**src/dcr_pkg.sv**
```systemverilog
// Constants for the DMA address and byte-count register set.
// Assumes an 8-bit CPU I/O address space and one 200 MHz system clock.
package dcr_pkg;

    // I/O offsets of the byte registers
    localparam logic [7:0] OFS_CH0_SRC_ADDR_LOW   = 8'h20;
    localparam logic [7:0] OFS_CH0_SRC_ADDR_HIGH  = 8'h21;
    localparam logic [7:0] OFS_CH0_SRC_ADDR_UPPER = 8'h22;
    localparam logic [7:0] OFS_CH0_DST_ADDR_LOW   = 8'h23;
    localparam logic [7:0] OFS_CH0_DST_ADDR_HIGH  = 8'h24;
    localparam logic [7:0] OFS_CH0_DST_ADDR_UPPER = 8'h25;
    localparam logic [7:0] OFS_CH0_COUNT_LOW      = 8'h26;
    localparam logic [7:0] OFS_CH0_COUNT_HIGH     = 8'h27;
    localparam logic [7:0] OFS_CH1_MEM_ADDR_LOW   = 8'h28;
    localparam logic [7:0] OFS_CH1_MEM_ADDR_HIGH  = 8'h29;
    localparam logic [7:0] OFS_CH1_MEM_ADDR_UPPER = 8'h2a;
    localparam logic [7:0] OFS_CH1_IO_ADDR_LOW    = 8'h2b;
    localparam logic [7:0] OFS_CH1_IO_ADDR_HIGH   = 8'h2c;
    localparam logic [7:0] OFS_CH1_REQUEST_SELECT = 8'h2d;
    localparam logic [7:0] OFS_CH1_COUNT_LOW      = 8'h2e;
    localparam logic [7:0] OFS_CH1_COUNT_HIGH     = 8'h2f;

    // Widths
    localparam int MEM_ADDR_WIDTH = 20;
    localparam int IO_ADDR_WIDTH  = 16;
    localparam int COUNT_WIDTH    = 16;

    // Values after reset and for unmapped reads
    localparam logic [7:0]  RST_CH1_REQUEST_SELECT = 8'h00;
    localparam logic [19:0] RST_MEM_ADDR           = 20'h00000;
    localparam logic [15:0] RST_IO_ADDR            = 16'h0000;
    localparam logic [7:0]  RST_READ_DATA          = 8'h00;
    localparam logic [7:0]  UNMAPPED_READ_DATA     = 8'h00;

    // Field positions
    localparam int REQ_FIELD_LSB   = 16;   // A17..A16 pick the request
    localparam int SEL_TIMER_BIT   = 3;    // Selector bit routing the shared pin

    // Address stepping modes of channel 0
    typedef enum logic [1:0]
    {
        DCR_MODE_MEM_INC   = 2'b00,
        DCR_MODE_MEM_DEC   = 2'b01,
        DCR_MODE_MEM_FIXED = 2'b10,
        DCR_MODE_IO_FIXED  = 2'b11
    } dcr_mode_t;

    // Request sources chosen by A17..A16
    localparam logic [1:0] REQ_EXTERNAL_0 = 2'b00;
    localparam logic [1:0] REQ_SERIAL0_TX = 2'b01;
    localparam logic [1:0] REQ_SERIAL1_TX = 2'b10;
    localparam logic [1:0] REQ_UNUSED     = 2'b11;

    localparam logic [15:0] COUNT_LAST = 16'h0001;  // Count value before the final byte

endpackage : dcr_pkg

```
**src/dcr_regs.sv**
```systemverilog
// Address and byte-count register set of a two-channel DMA controller.
// Assumes CPU I/O strobes and sequencer steps are synchronous to clk_in.
`timescale 1ns/1ps
module dcr_regs
    import dcr_pkg::*;
(
    input  wire logic        clk_in,               // System clock, 200 MHz
    input  wire logic        rst_n_in,             // Chip reset, active low, async
    input  wire logic [7:0]  io_addr_in,           // CPU I/O address
    input  wire logic        io_wr_in,             // CPU I/O write strobe
    input  wire logic        io_rd_in,             // CPU I/O read strobe
    input  wire logic [7:0]  io_wdata_in,          // CPU write data
    output logic      [7:0]  io_rdata_out,         // CPU read data, registered
    input  wire logic        ch0_enable_in,        // Channel 0 enable from status
    input  wire logic        ch1_enable_in,        // Channel 1 enable from status
    input  wire logic        ch0_step_in,          // Channel 0 byte moved, pulse
    input  wire logic        ch1_step_in,          // Channel 1 byte moved, pulse
    input  wire logic [1:0]  ch0_src_mode_in,      // Channel 0 source mode
    input  wire logic [1:0]  ch0_dest_mode_in,     // Channel 0 destination mode
    input  wire logic        ch1_mem_decrement_in, // Channel 1 memory address down
    output logic      [19:0] ch0_source_address_out,      // Channel 0 source
    output logic      [19:0] ch0_destination_address_out, // Channel 0 destination
    output logic      [19:0] ch1_memory_address_out,      // Channel 1 memory side
    output logic      [15:0] ch1_io_address_out,          // Channel 1 I/O side
    output logic      [7:0]  ch1_request_selector_out,    // Channel 1 selector byte
    output logic      [1:0]  ch0_request_select_out,      // Channel 0 request source
    output logic             ch0_request_valid_out,       // Channel 0 uses a request
    output logic             timer_output_route_out,      // Shared pin to timer
    output logic             ch0_done_out,         // Channel 0 end, clear enable
    output logic             ch1_done_out          // Channel 1 end, clear enable
);

    logic        rst_meta_ff;
    logic        rst_sync_ff;
    logic [15:0] ch0_byte_count;
    logic [15:0] ch1_byte_count;
    logic [19:0] nxt_ch0_src;
    logic [19:0] nxt_ch0_dst;
    logic [19:0] nxt_ch1_mem;
    logic        ch0_take;
    logic        ch1_take;
    logic [2:0]  wr_ch0_src;
    logic [2:0]  wr_ch0_dst;
    logic [1:0]  wr_ch0_cnt;
    logic [2:0]  wr_ch1_mem;
    logic [1:0]  wr_ch1_io;
    logic [1:0]  wr_ch1_cnt;
    logic        wr_ch1_sel;
    logic [15:0] wr_hit;
    logic [7:0]  nxt_rdata;
    logic [1:0]  nxt_req_select;
    logic        nxt_req_valid;

    // Reset release through two flip-flops
    always_ff @(posedge clk_in or negedge rst_n_in)
    begin
        if (!rst_n_in)
        begin
            rst_meta_ff <= 1'b0;
            rst_sync_ff <= 1'b0;
        end
        else
        begin
            rst_meta_ff <= 1'b1;
            rst_sync_ff <= rst_meta_ff;
        end
    end

    // Steps only count while the channel is enabled
    assign ch0_take = ch0_step_in && ch0_enable_in;
    assign ch1_take = ch1_step_in && ch1_enable_in;

    // One strobe per mapped byte, low byte at lowest offset
    always_comb
    begin
        wr_hit = 16'h0000;
        if (io_wr_in && (io_addr_in[7:4] == OFS_CH0_SRC_ADDR_LOW[7:4]))
            wr_hit[io_addr_in[3:0]] = 1'b1;
        wr_ch0_src = wr_hit[2:0];
        wr_ch0_dst = wr_hit[5:3];
        wr_ch0_cnt = wr_hit[7:6];
        wr_ch1_mem = wr_hit[10:8];
        wr_ch1_io  = wr_hit[12:11];
        wr_ch1_sel = wr_hit[13];
        wr_ch1_cnt = wr_hit[15:14];
    end

    // Next addresses per mode
    dcr_addr_step #(.WIDTH(MEM_ADDR_WIDTH)) u_step_src
    (
        .addr_in  (ch0_source_address_out),
        .mode_in  (ch0_src_mode_in),
        .addr_out (nxt_ch0_src)
    );

    dcr_addr_step #(.WIDTH(MEM_ADDR_WIDTH)) u_step_dst
    (
        .addr_in  (ch0_destination_address_out),
        .mode_in  (ch0_dest_mode_in),
        .addr_out (nxt_ch0_dst)
    );

    dcr_addr_step #(.WIDTH(MEM_ADDR_WIDTH)) u_step_mem1
    (
        .addr_in  (ch1_memory_address_out),
        .mode_in  ({1'b0, ch1_mem_decrement_in}),
        .addr_out (nxt_ch1_mem)
    );

    // Channel 0 source address; memory, I/O or mapped I/O alike
    dcr_multibyte_reg #(.NBYTES(3), .WIDTH(MEM_ADDR_WIDTH), .RESETTABLE(1'b1),
                        .RST_VALUE(RST_MEM_ADDR)) u_ch0_src
    (
        .clk_in      (clk_in),
        .rst_n_in    (rst_sync_ff),
        .wr_en_in    (wr_ch0_src),
        .wdata_in    (io_wdata_in),
        .load_in     (ch0_take),
        .load_in_val (nxt_ch0_src),
        .value_out   (ch0_source_address_out)
    );

    // Channel 0 destination address
    dcr_multibyte_reg #(.NBYTES(3), .WIDTH(MEM_ADDR_WIDTH), .RESETTABLE(1'b1),
                        .RST_VALUE(RST_MEM_ADDR)) u_ch0_dst
    (
        .clk_in      (clk_in),
        .rst_n_in    (rst_sync_ff),
        .wr_en_in    (wr_ch0_dst),
        .wdata_in    (io_wdata_in),
        .load_in     (ch0_take),
        .load_in_val (nxt_ch0_dst),
        .value_out   (ch0_destination_address_out)
    );

    // Channel 0 byte count, no reset
    dcr_multibyte_reg #(.NBYTES(2), .WIDTH(COUNT_WIDTH), .RESETTABLE(1'b0),
                        .RST_VALUE(16'h0000)) u_ch0_cnt
    (
        .clk_in      (clk_in),
        .rst_n_in    (rst_sync_ff),
        .wr_en_in    (wr_ch0_cnt),
        .wdata_in    (io_wdata_in),
        .load_in     (ch0_take),
        .load_in_val (ch0_byte_count - 16'h0001),
        .value_out   (ch0_byte_count)
    );

    // Channel 1 memory address
    dcr_multibyte_reg #(.NBYTES(3), .WIDTH(MEM_ADDR_WIDTH), .RESETTABLE(1'b1),
                        .RST_VALUE(RST_MEM_ADDR)) u_ch1_mem
    (
        .clk_in      (clk_in),
        .rst_n_in    (rst_sync_ff),
        .wr_en_in    (wr_ch1_mem),
        .wdata_in    (io_wdata_in),
        .load_in     (ch1_take),
        .load_in_val (nxt_ch1_mem),
        .value_out   (ch1_memory_address_out)
    );

    // Channel 1 I/O address, fixed during transfers
    dcr_multibyte_reg #(.NBYTES(2), .WIDTH(IO_ADDR_WIDTH), .RESETTABLE(1'b1),
                        .RST_VALUE(RST_IO_ADDR)) u_ch1_io
    (
        .clk_in      (clk_in),
        .rst_n_in    (rst_sync_ff),
        .wr_en_in    (wr_ch1_io),
        .wdata_in    (io_wdata_in),
        .load_in     (1'b0),
        .load_in_val (ch1_io_address_out),
        .value_out   (ch1_io_address_out)
    );

    // Channel 1 byte count, no reset
    dcr_multibyte_reg #(.NBYTES(2), .WIDTH(COUNT_WIDTH), .RESETTABLE(1'b0),
                        .RST_VALUE(16'h0000)) u_ch1_cnt
    (
        .clk_in      (clk_in),
        .rst_n_in    (rst_sync_ff),
        .wr_en_in    (wr_ch1_cnt),
        .wdata_in    (io_wdata_in),
        .load_in     (ch1_take),
        .load_in_val (ch1_byte_count - 16'h0001),
        .value_out   (ch1_byte_count)
    );

    // Channel 1 selector byte
    always_ff @(posedge clk_in or negedge rst_sync_ff)
    begin
        if (!rst_sync_ff)
            ch1_request_selector_out <= RST_CH1_REQUEST_SELECT;
        else if (wr_ch1_sel)
            ch1_request_selector_out <= io_wdata_in;
    end

    // Shared pin routing follows selector bit 3
    always_ff @(posedge clk_in or negedge rst_sync_ff)
    begin
        if (!rst_sync_ff)
            timer_output_route_out <= 1'b0;
        else if (wr_ch1_sel)
            timer_output_route_out <= io_wdata_in[SEL_TIMER_BIT];
    end

    // Request source of channel 0 from the I/O side
    always_comb
    begin
        nxt_req_valid  = 1'b0;
        nxt_req_select = REQ_EXTERNAL_0;
        if (ch0_src_mode_in == DCR_MODE_IO_FIXED)
        begin
            nxt_req_select = ch0_source_address_out[REQ_FIELD_LSB +: 2];
            nxt_req_valid  = (nxt_req_select != REQ_UNUSED);
        end
        else if (ch0_dest_mode_in == DCR_MODE_IO_FIXED)
        begin
            nxt_req_select = ch0_destination_address_out[REQ_FIELD_LSB +: 2];
            nxt_req_valid  = (nxt_req_select != REQ_UNUSED);
        end
    end

    // Registered request selection
    always_ff @(posedge clk_in or negedge rst_sync_ff)
    begin
        if (!rst_sync_ff)
        begin
            ch0_request_select_out <= REQ_EXTERNAL_0;
            ch0_request_valid_out  <= 1'b0;
        end
        else
        begin
            ch0_request_select_out <= nxt_req_select;
            ch0_request_valid_out  <= nxt_req_valid;
        end
    end

    // End of transfer when the last byte is counted
    always_ff @(posedge clk_in or negedge rst_sync_ff)
    begin
        if (!rst_sync_ff)
        begin
            ch0_done_out <= 1'b0;
            ch1_done_out <= 1'b0;
        end
        else
        begin
            ch0_done_out <= ch0_take && (ch0_byte_count == COUNT_LAST);
            ch1_done_out <= ch1_take && (ch1_byte_count == COUNT_LAST);
        end
    end

    // Read multiplexer, showing stepped values
    always_comb
    begin
        case (io_addr_in)
            OFS_CH0_SRC_ADDR_LOW:   nxt_rdata = ch0_source_address_out[7:0];
            OFS_CH0_SRC_ADDR_HIGH:  nxt_rdata = ch0_source_address_out[15:8];
            OFS_CH0_SRC_ADDR_UPPER: nxt_rdata = {4'h0, ch0_source_address_out[19:16]};
            OFS_CH0_DST_ADDR_LOW:   nxt_rdata = ch0_destination_address_out[7:0];
            OFS_CH0_DST_ADDR_HIGH:  nxt_rdata = ch0_destination_address_out[15:8];
            OFS_CH0_DST_ADDR_UPPER: nxt_rdata = {4'h0, ch0_destination_address_out[19:16]};
            OFS_CH0_COUNT_LOW:      nxt_rdata = ch0_byte_count[7:0];
            OFS_CH0_COUNT_HIGH:     nxt_rdata = ch0_byte_count[15:8];
            OFS_CH1_MEM_ADDR_LOW:   nxt_rdata = ch1_memory_address_out[7:0];
            OFS_CH1_MEM_ADDR_HIGH:  nxt_rdata = ch1_memory_address_out[15:8];
            OFS_CH1_MEM_ADDR_UPPER: nxt_rdata = {4'h0, ch1_memory_address_out[19:16]};
            OFS_CH1_IO_ADDR_LOW:    nxt_rdata = ch1_io_address_out[7:0];
            OFS_CH1_IO_ADDR_HIGH:   nxt_rdata = ch1_io_address_out[15:8];
            OFS_CH1_REQUEST_SELECT: nxt_rdata = ch1_request_selector_out;
            OFS_CH1_COUNT_LOW:      nxt_rdata = ch1_byte_count[7:0];
            OFS_CH1_COUNT_HIGH:     nxt_rdata = ch1_byte_count[15:8];
            default:                nxt_rdata = UNMAPPED_READ_DATA;
        endcase
    end

    // Read data register, captured on the read strobe
    always_ff @(posedge clk_in or negedge rst_sync_ff)
    begin
        if (!rst_sync_ff)
            io_rdata_out <= RST_READ_DATA;
        else if (io_rd_in)
            io_rdata_out <= nxt_rdata;
    end

endmodule : dcr_regs

```
**src/dcr_addr_step.sv**
```systemverilog
// Next-address calculation for one stepped address register.
// Assumes the mode is stable while a byte step is in progress.
`timescale 1ns/1ps
module dcr_addr_step
    import dcr_pkg::*;
#(
    parameter int WIDTH = 20
)
(
    input  wire logic [WIDTH-1:0] addr_in,     // Current address
    input  wire logic [1:0]       mode_in,     // Stepping mode
    output logic      [WIDTH-1:0] addr_out     // Address after one byte
);

    // Increment, decrement or hold
    always_comb
    begin
        case (mode_in)
            DCR_MODE_MEM_INC:   addr_out = addr_in + WIDTH'(1);
            DCR_MODE_MEM_DEC:   addr_out = addr_in - WIDTH'(1);
            default:            addr_out = addr_in;
        endcase
    end

endmodule : dcr_addr_step

```
**src/dcr_multibyte_reg.sv**
```systemverilog
// Multi-byte register written a byte at a time and loaded whole by hardware.
// Assumes byte enables and the load come from the same clock domain.
`timescale 1ns/1ps
module dcr_multibyte_reg
#(
    parameter int              NBYTES     = 3,
    parameter int              WIDTH      = 20,
    parameter bit              RESETTABLE = 1'b1,
    parameter logic [WIDTH-1:0] RST_VALUE = '0
)
(
    input  wire logic              clk_in,      // System clock
    input  wire logic              rst_n_in,    // Synchronised reset, active low
    input  wire logic [NBYTES-1:0] wr_en_in,    // Per-byte write strobe
    input  wire logic [7:0]        wdata_in,    // Write data
    input  wire logic              load_in,     // Hardware step load
    input  wire logic [WIDTH-1:0]  load_in_val, // Stepped value
    output logic      [WIDTH-1:0]  value_out    // Current value
);

    // One slice per byte; a byte write wins over a step of the same byte
    genvar i;
    generate
        for (i = 0; i < NBYTES; i++)
        begin : g_byte
            localparam int LSB = 8 * i;
            localparam int BW  = (i == NBYTES - 1) ? WIDTH - LSB : 8;
            if (RESETTABLE)
            begin : g_rst
                always_ff @(posedge clk_in or negedge rst_n_in)
                begin
                    if (!rst_n_in)
                        value_out[LSB +: BW] <= RST_VALUE[LSB +: BW];
                    else if (wr_en_in[i])
                        value_out[LSB +: BW] <= wdata_in[BW-1:0];
                    else if (load_in)
                        value_out[LSB +: BW] <= load_in_val[LSB +: BW];
                end
            end
            else
            begin : g_norst
                // Left uninitialised by reset on purpose
                always_ff @(posedge clk_in)
                begin
                    if (wr_en_in[i])
                        value_out[LSB +: BW] <= wdata_in[BW-1:0];
                    else if (load_in)
                        value_out[LSB +: BW] <= load_in_val[LSB +: BW];
                end
            end
        end
    endgenerate

endmodule : dcr_multibyte_reg

```
**config.mk**
```make
export PLATFORM = sky130hd
export DESIGN_NAME = dcr_regs
export DESIGN_NICKNAME = d
export VERILOG_FILES = /design/src/dcr_pkg.sv /design/src/dcr_regs.sv /design/src/dcr_addr_step.sv /design/src/dcr_multibyte_reg.sv
export SDC_FILE = /design/constraint.sdc
export NUM_CORES = 1
export LEC_CHECK = 0
export BUFFER_PORTS_ARGS = -buffer_cell sky130_fd_sc_hd__buf_2
export CAP_MARGIN = 20
export CELL_PAD_IN_SITES_DETAIL_PLACEMENT = 1
export CELL_PAD_IN_SITES_GLOBAL_PLACEMENT = 2
export CORE_AREA = 3 3 169 171
export CTS_CLUSTER_SIZE = 12
export DETAILED_ROUTE_END_ITERATION = 10
export DIE_AREA = 0 0 172 174
export PLACE_DENSITY_LB_ADDON = 0.1
export SLEW_MARGIN = 20
export SYNTH_ARGS = -nofsm -noshare
export SYNTH_HDL_FRONTEND = slang
export SYNTH_SLANG_ARGS = --single-unit
export TNS_END_PERCENT = 1
```
**constraint.sdc**
```tcl
create_clock -name clk_in -period 4 [get_ports clk_in]
set_input_delay 0.2 -clock clk_in [delete_from_list [all_inputs] [get_ports clk_in]]
set_output_delay 0.2 -clock clk_in [all_outputs]
set_load 0.05 [all_outputs]
```
# Yosys cells after proc, flatten, opt, wreduce, memory -nomap -nowiden
# Cells that the tools add are included.
# word_totals
elab_cells	136
in_bits	29
out_inout_bits	98
reg_bits	132
# op_classes
n_mux	37
reduce_logical	40
add_sub_neg	8
n_eq_ne	25
order_cmp	2
# op_table
op	n
$mux W8	20
$eq A8 B6 Y1 const B	16
$pmux W8 S16	1
$pmux W20 S2	3
$add A20 B1 Y20 const B	3
$sub A20 B1 Y20 const B	3
$eq A16 B1 Y1 const B	2
$sub A16 B1 Y16 const B	2
$reduce_bool A3 Y1	9
$reduce_bool A2 Y1	13
$mux W4	6
$reduce_and A2 Y1	9
$mux W16	1
$logic_and A1 B1 Y1	6
$logic_not A2 Y1	3
$lt A4 B5 Y1 const B	1
$demux W1 S4	1
$eq A2 B1 Y1 const B	2
$eq A2 B2 Y1 const B	2
$eq A4 B2 Y1 const B	1
$ge A4 B1 Y1 const B	1
$mux W2	2
$ne A2 B2 Y1 const B	2
$mux W1	3

# Depth between registers and ports, before layout
# Gate-level depths: netlist (run 1).
# depth
ltp_word	7
depth_mapped	15
ltp_nobuf	11

# Hierarchy
# A second synthesis (run 1) with hierarchy kept.
# hier_totals
cells_unflattened	1155
hier_area_um2	10521.3
# by_module_without_submodules
mod	n_inst	area_per_inst_um2	seq_area_each_um2	cells_per_inst
dcr_addr_step	3	939.7	0.0	138
dcr_multibyte_reg at u_ch0_dst ...	3	908.4	500.5	84
dcr_regs	1	2723.9	575.6	349
dcr_multibyte_reg at u_ch0_cnt ...	2	755.7	480.5	36
dcr_multibyte_reg at u_ch1_io	1	742.0	400.4	68

# Worst setup path before layout (run 1)
# OpenSTA, ideal clock, no wires.
# synth_timing
path_type	register to register
from	reg u_ch1_mem.value_out[1]
to	reg u_ch1_mem.value_out[19]
stages_incl_launch_ff	10
arrival_time_ns	2.747
synth_period_minus_slack_ns	2.829
required_time_ns	3.918
slack_ns	1.171
n_path_buf	0
setup_ns	0.082
path_cell_list	dfrtp_1 > ha_1 > a211oi_1 > o21ai_0 > a211o_1 > a211oi_1 > a21oi_1 > xnor2_1 > or3_1 > a31oi_1
# synth_between
elab_chain_cells	4
elab_cells_between_ends	5
classes_between	add/sub: 2; mux: 3
# synth_lines
item	line_no	source
start, declared	dcr_multibyte_reg.sv:18	output logic [WIDTH-1:0] value_out
start signal, assigned by index	dcr_multibyte_reg.sv:33	value_out[LSB +: BW] <= RST_VALUE[LSB +: BW];
start signal, assigned by index	dcr_multibyte_reg.sv:35	value_out[LSB +: BW] <= wdata_in[BW-1:0];
start signal, assigned by index	dcr_multibyte_reg.sv:37	value_out[LSB +: BW] <= load_in_val[LSB +: BW];
$sub A20 B1 Y20 or $add A20 B1 Y20 (tied branches)	dcr_addr_step.sv:20, dcr_addr_step.sv:19	
$pmux W20 S2 (*)	dcr_addr_step.sv:18	case (mode_in)
$mux W4 (*)	dcr_multibyte_reg.sv:36	else if (load_in)
$mux W4 (*)	dcr_multibyte_reg.sv:34	else if (wr_en_in[i])
# Mark *: on every way between the ends. The rest lies on a longest branch, timed or not. The select of a mux whose other input is x is not followed.
# A chain may end at the register's enable or synchronous reset.

# Final worst setup path (run 1)
# Ends and elaborated chain as after synthesis.

==> results of run 1 <==
## state kept, by name, summed over array words and instances, names as in the netlist, 2 cells and up
name                      cells
u_ch0_cnt.value_out          16
u_ch1_cnt.value_out          16
ch1_request_selector_out      8
io_rdata_out                  8
u_ch1_io.value_out           16
u_ch0_src.value_out          20
u_ch0_dst.value_out          20
u_ch1_mem.value_out          20
ch0_request_select_out        2
## area by class of cell
type	count	area [µm²]	area share [%]
multi-input combinational	906	5610	51.5
sequential	131	3440	31.6
timing repair buffer	144	768	7.05
tap	341	427	3.91
clock buffer	17	425	3.90
clock inverter	15	168	1.54
inverter	16	60.1	0.551
## worst max-delay path, cell delays in order (launching register included)
cell and delay (ns):
dfrtp_1 0.43, ha_1 0.31, a211oi_1 0.27, o21ai_0 0.19, a211o_1 0.35, a211oi_1 0.42, a21oi_1 0.15, xnor2_1 0.15
or3_1 0.32, a31oi_1 0.16
## power breakdown
group | internal, mW | switching, mW
Combinational | 1.03 | 2.22
Clock | 0.935 | 0.688
Sequential | 1.68 | 0.879
Total | 3.64 | 3.78
## path summary, 6_finish.rpt
check | end | slack [ns] | depth (start not counted)
max | u_ch1_mem.value_out[19]$_DFFE_PN0P_ | 1.19 | 9
min | rst_sync_ff$_DFF_PN0_ | 0.07 | 2
max reg2reg | u_ch1_mem.value_out[19]$_DFFE_PN0P_ | 1.19 | 9
min reg2reg | rst_sync_ff$_DFF_PN0_ | 0.35 | 0
max in group asynchronous | u_ch0_src.value_out[0]$_DFFE_PN0P_ | 2.71 | 1
min in group clk_in | ch0_request_valid_out$_DFF_PN0_ | 0.11 | 2
## logic make-up (layout without fill, tap and decap cells)
logic type | after synthesis | in the layout | share of synthesized area (%)
simple gates | 454 | 454 | 22.8
flops | 131 | 131 | 36.3
xor+xnor | 81 | 81 | 7.48
compound gates | 291 | 291 | 18.7
mux | 54 | 54 | 6.89
buf+inv | 103 | 192 | 4.54
fa+ha+maj | 25 | 25 | 3.38
other cells | 1 | 1 | 0.0396
## timing repair
action | in CTS | in global routing
hold buffers | 1 | 0
setup buffers | 0 | 0
hold endpoints to repair | 2 | 0
## layout by cell type, fill, tap and decap left out, types with 17 or more instances in the layout
cell	n
a21oi_1	101
a31oi_1	20
buf_2	126
buf_4	17
clkbuf_16	17
dfrtp_1	98
edfxtp_1	32
ha_1	24
mux2_2	30
mux2i_1	18
nand2_1	139
nand3_1	33
nor2_1	134
nor3_1	33
o21ai_0	80
xnor2_1	60
xor2_1	21
## metal layers
| layer | global-route usage [%] | vias up |
|---|---|---|
| met3 | 3.64 | 44 |
| met1 | 35.8 | 4537 |
| li1 | - | 4260 |
| met4 | 5.52 | 4 |
| met5 | 0 | - |
| met2 | 41.0 | 256 |
## through the flow
stage	area [µm²]	power (mW)	setup WS [ns]
6_report	10900	7.42	1.19
3_5_place_dp	10300	5.82	0.990
5_1_grt	10900	7.84	0.934
4_1_cts	10900	7.46	1.17
3_3_place_gp	10300	5.80	1.05
2_1_floorplan	9480	4.75	1.04
==> run_results.csv, run 1 <==
group,metric,value,unit
drt,antenna_left,0,
timing,final.hold.worst_slack,0.0744,ns
drt,wl,37900,µm
power_and_ir_drop,power_leakage,4.42,nW
floorplan,num_rows,60,
status,run_status,"complete, no violations",
clock_tree,clkSinkCount,131,
critical_path,cp-start-kind,"flip-flop",
place,dpl.hpwl,27200,µm
timing,worst_pin_slew,0.939,ns
layout,n_fill_cell,3248,
synthesis,yosys_register_bits,131,
drt,route.detailed.wl_per_inst,24.1,µm
drt,via_count,9101,
global_routing,wire_length_of_the_first_global_routing_pass,57700,µm
drt,detail_route.iter0.violations,738,
clock_tree,h-tree-depth,4,
power_and_ir_drop,power_per_cell_area,681,nW/µm²
critical_path,worst-setup-path-type,"flip-flop to flip-flop",
critical_path,worst_setup_path_startpoint,"u_ch1_mem.value_out[1]$_DFFE_PN0P_",
synthesis,yosysWarnings,0,
critical_path,end_kind,"flip-flop",
synthesis,synth_cell_type_count,77,
clock_tree,numCtsBuffers,17,
synthesis,syn_area_per_cell,8.32,µm²
timing,final_hold_viol_count,0,
clock_tree,cts.path.max_buffers,2,
layout,syn_to_final_growth,15.0,%
timing,setup_repair_after_global_routing_missed_its_margin,"false",
drt,met2WireLength,18000,µm
critical_path,critical_path_required,4.35,ns
layout,post-route-util,40.3,%
synthesis,synth_top_area_share,26.1,%
layout,diodes,0,
clock_tree,cts_tree,"yes",
place,place.port_buffers,126,
synthesis,synthCells,1140,
timing,setup_violations,0,
synthesis,synth_edf_count,32,
timing,clock-skew-final,0.0107,ns
timing,fin_crit,2.81,ns
floorplan,initial_core_util,35.1,%
critical_path,crit_arrival,3.16,ns
layout,post_route_cells_drive_above_1_share,18.7,%
critical_path,crit-reg2reg-launch,"u_ch1_mem.value_out[1]$_DFFE_PN0P_",
floorplan,core_region_area,27000,µm²
min_path,hold_class,"primary input to async pin",
floorplan,ioPinCount,127,
clock_tree,ctsResizeCount,0,
clock_tree,clk_latency_worst_skew_pair,0.43,ns
synthesis,synth.area.top_cells,"dfrtp_1, edfxtp_1, xnor2_1",
drt,drt_drc_violations_left,0,
power_and_ir_drop,vdd_drop_max,0.000422,V
drt,firstDrtPassIters,5,
synthesis,asyncSetResetFlopFracSynth,75.6,%
global_routing,grt_max_degree,50,
floorplan,die_width,172,µm
layout,nNetsFinal,1270,
drt,met3_length,1840,µm
timing,maximum_operating_frequency,356,MHz
drt,top_signal_layer_used,"met5",
synthesis,dominantRegCellSynth,"dfrtp_1",
drt,avgViaCountPerCell,5.80,
critical_path,worstPathMaxFanout,5,
job,max_cap_violations,0,
timing,timing.max_slew.rel_slack,37.4,%
place,routabilityCongestion,0.863,
synthesis,syn_nets,1194,
timing,timing.final.max_slew_violations,0,
synthesis,post-synth-top-count-cell,"nand2_1",
timing,tns_setup,0,ns
synthesis,seq_area_frac_synth,36.3,%
floorplan,die-area,29900,µm²
global_routing,grt_pass1_vias,9142,
layout,stdcell_count,1570,
synthesis,post_synth_instance_area,9480,µm²
global_routing,globalRouteTotalUtil,25.3,%
clock_tree,clk_pin_slew,0.07,ns
timing,min_period_over_period,70.2,%
floorplan,die_h,174,µm
synthesis,synth_top_cell_by_area,"dfrtp_1",
drt,detail_route.wirelength.met1,17400,µm
synthesis,leading_cell_types_by_count_after_synthesis,"nand2_1, nor2_1, a21oi_1, dfrtp_1, o21ai_0",
global_routing,antenna_found_initial,2,
clock_tree,cts.root.buffer_cell,"clkbuf_16",
global_routing,grt_overflow_total,0,
place,place.detailed.instances,1537,
Note: power is estimated with default switching activity, not from simulation.
==> run 2: changes to the inputs <==
Settings changed: CORE_AREA 3 3 169 171 to 3 3 177 179, DIE_AREA 0 0 172 174 to 0 0 180 182.
Clock period 4 ns to 2.4 ns, I/O delays scaled along.
==> run 2 against run 1 <==
Compared with the run above: critical endpoint unchanged; sequential cell count is the same; critical path type unchanged; die area grew 9.5%; critical path depth is the same; setup slack lost 1.1 ns; non-clock buffer count grew 123; fmax grew 22%; register-to-register slack lost 1.1 ns.
==> run_results.csv, run 2 (same netlist as run 1, synthesis figures left out) <==
group,metric,value,unit
global_routing,antenna_found_initial,1,
power_and_ir_drop,total_power,13.3,mW
layout,syn_to_final_growth,27.3,%
timing,maximum_operating_frequency,434,MHz
drt,route.detailed.wl_per_inst,22.8,µm
min_path,min_path_cells,2,
critical_path,cp-start-kind,"flip-flop",
drt,wl,39700,µm
critical_path,crit-reg2reg-launch,"u_ch1_mem.value_out[1]$_DFFE_PN0P_",
layout,nNetsFinal,1393,
timing,fin_crit,2.31,ns
drt,avgViaCountPerCell,5.46,
layout,top_regs,"u_ch0_dst.value_out: 20 flops, u_ch0_src.value_out: 20 flops, u_ch1_mem.value_out: 20 flops",
timing,worst_pin_slew,0.727,ns
layout,diodes,0,
layout,layout.cells.most_common,"nand2_1",
critical_path,worst-setup-path-type,"flip-flop to flip-flop",
status,run_status,"complete, no violations",
clock_tree,numCtsBuffers,17,
min_path,holdCritStartpoint,"ch0_src_mode_in[0]",
floorplan,num_rows,63,
drt,via_count,9505,
critical_path,terminus_of_the_critical_flop_to_flop_path,"u_ch1_mem.value_out[19]$_DFFE_PN0P_",
floorplan,core_region_area,29700,µm²
place,place.port_buffers,126,
global_routing,globalRouteTotalUtil,24.2,%
global_routing,grt_pass1_vias,9862,
drt,drt_drc_violations_left,0,
layout,post_route_cells_drive_above_1_share,27.8,%
critical_path,reg2reg_setup_slack,0.09,ns
critical_path,r2r.worst_path.cells,9,
timing,timing.max_slew.rel_slack,51.4,%
clock_tree,clkSinkCount,131,
timing,setup_violations,0,
drt,detail_route.iter0.violations,587,
min_path,hold_ep,"ch0_request_select_out[0]$_DFF_PN0_",
job,max_cap_violations,0,
power_and_ir_drop,power_per_cell_area,1100,nW/µm²
clock_tree,cts_tree,"yes",
timing,clock-skew-final,0.0158,ns
global_routing,grt_max_degree,98,
layout,n_fill_cell,3577,
place,routabilityCongestion,0.888,
floorplan,ioPinCount,127,
drt,firstDrtPassIters,5,
critical_path,end_kind,"flip-flop",
min_path,hold_class,"primary input to flip-flop",
power_and_ir_drop,power_leakage,5.03,nW
timing,timing.final.max_slew_violations,0,
timing,setup_repair_after_global_routing_missed_its_margin,"true",
global_routing,grt_overflow_total,0,
floorplan,die_h,182,µm
layout,final_cell_mix,"nand2_1, nor2_1, buf_4",
global_routing,wire_length_of_the_first_global_routing_pass,61600,µm
clock_tree,clk_pin_slew,0.06,ns
clock_tree,cts.path.max_buffers,2,
timing,min_period_over_period,96.1,%
layout,post-route-util,40.6,%
floorplan,die_width,180,µm
power_and_ir_drop,vdd_drop_max,0.000879,V
clock_tree,h-tree-depth,4,
floorplan,initial_core_util,31.9,%
drt,antenna_left,0,
timing,final_hold_viol_count,0,
critical_path,crit_arrival,2.66,ns
critical_path,critical_path_required,2.76,ns
clock_tree,cts.root.buffer_cell,"clkbuf_16",
critical_path,worstPathMaxFanout,2,
floorplan,die-area,32800,µm²
place,dpl.hpwl,29400,µm
clock_tree,clk_latency_worst_skew_pair,0.43,ns
-- run 2: per-stage QoR --
| step | cell area (µm²) | setup WS, ns | hold WS (ns) | setup TNS, ns | instances |
|---|---|---|---|---|---|
| after floorplan | 9480 | -0.429 | -0.176 | -2.51 | 1140 |
| after global placement | 11400 | -0.230 | -0.0950 | -0.476 | 1704 |
| after detailed placement | 11400 | -0.254 | -0.0909 | -0.781 | 1704 |
| after CTS | 12000 | 0.00863 | 0.00114 | 0 | 1740 |
| after global routing | 12100 | -0.0469 | 0.0248 | -0.204 | 1742 |
| final | 12100 | 0.0932 | 0.0241 | 0 | 1742 |
-- run 2: per-layer routing --
metal / track usage (%) / up-vias / part of all wire (%) / wire length [µm]
met5: 0 / - / 0.033 / 13
met1: 32.9 / 4781 / 46 / 18400
met2: 41.0 / 187 / 48 / 19200
met4: 5.72 / 2 / 1.9 / 758
met3: 3.45 / 39 / 3.4 / 1350
li1: - / 4496 / - / -
-- run 2: cell type report --
cell class	instances	area, µm²	area share, %
Clock buffer	18	429	3.56
Tap cell	390	488	4.04
Sequential cell	131	3440	28.5
Inverter	16	60.1	0.498
Timing Repair Buffer	267	1810	15.0
Multi-Input combinational cell	906	5740	47.5
Clock inverter	14	103	0.850
-- run 2: critical path: stages (launching register included) --
cell	delay [ns]
dfrtp_1	0.40
ha_4	0.24
a211oi_4	0.24
o21ai_2	0.09
a211o_1	0.30
a211oi_2	0.24
a21oi_1	0.12
xnor2_1	0.14
or3_1	0.30
a31oi_1	0.16
-- run 2: repair_timing --
item	4_1_cts	5_1_grt
hold endpoints to repair	2	0
endpoints found under the setup margin	8	19
gates resized for setup	15	16
buffers inserted	2	2
hold buffers	2	0
pin swaps	7	11
-- run 2: how the worst max path moves through the flow --
stage                                             startpoint                             endpoint  depth (start not counted)
after detailed placement  u_ch1_mem.value_out[1]$_DFFE_PN0P_  u_ch1_mem.value_out[19]$_DFFE_PN0P_                          9
after floorplan           u_ch1_mem.value_out[1]$_DFFE_PN0P_  u_ch1_mem.value_out[19]$_DFFE_PN0P_                          9
after CTS                 u_ch1_mem.value_out[5]$_DFFE_PN0P_  u_ch1_mem.value_out[19]$_DFFE_PN0P_                          9
after global routing      u_ch0_src.value_out[8]$_DFFE_PN0P_  u_ch0_src.value_out[19]$_DFFE_PN0P_                          8
after global placement    u_ch1_mem.value_out[1]$_DFFE_PN0P_  u_ch1_mem.value_out[19]$_DFFE_PN0P_                          9
final                     u_ch1_mem.value_out[1]$_DFFE_PN0P_  u_ch1_mem.value_out[19]$_DFFE_PN0P_                          9
-- run 2: report_power, final --
group          internal, mW  total [mW]  switching [mW]
registers              2.81        3.60           0.787
clock network          1.33        2.48            1.15
logic                  2.57        7.19            4.62
total                  6.71        13.3            6.56
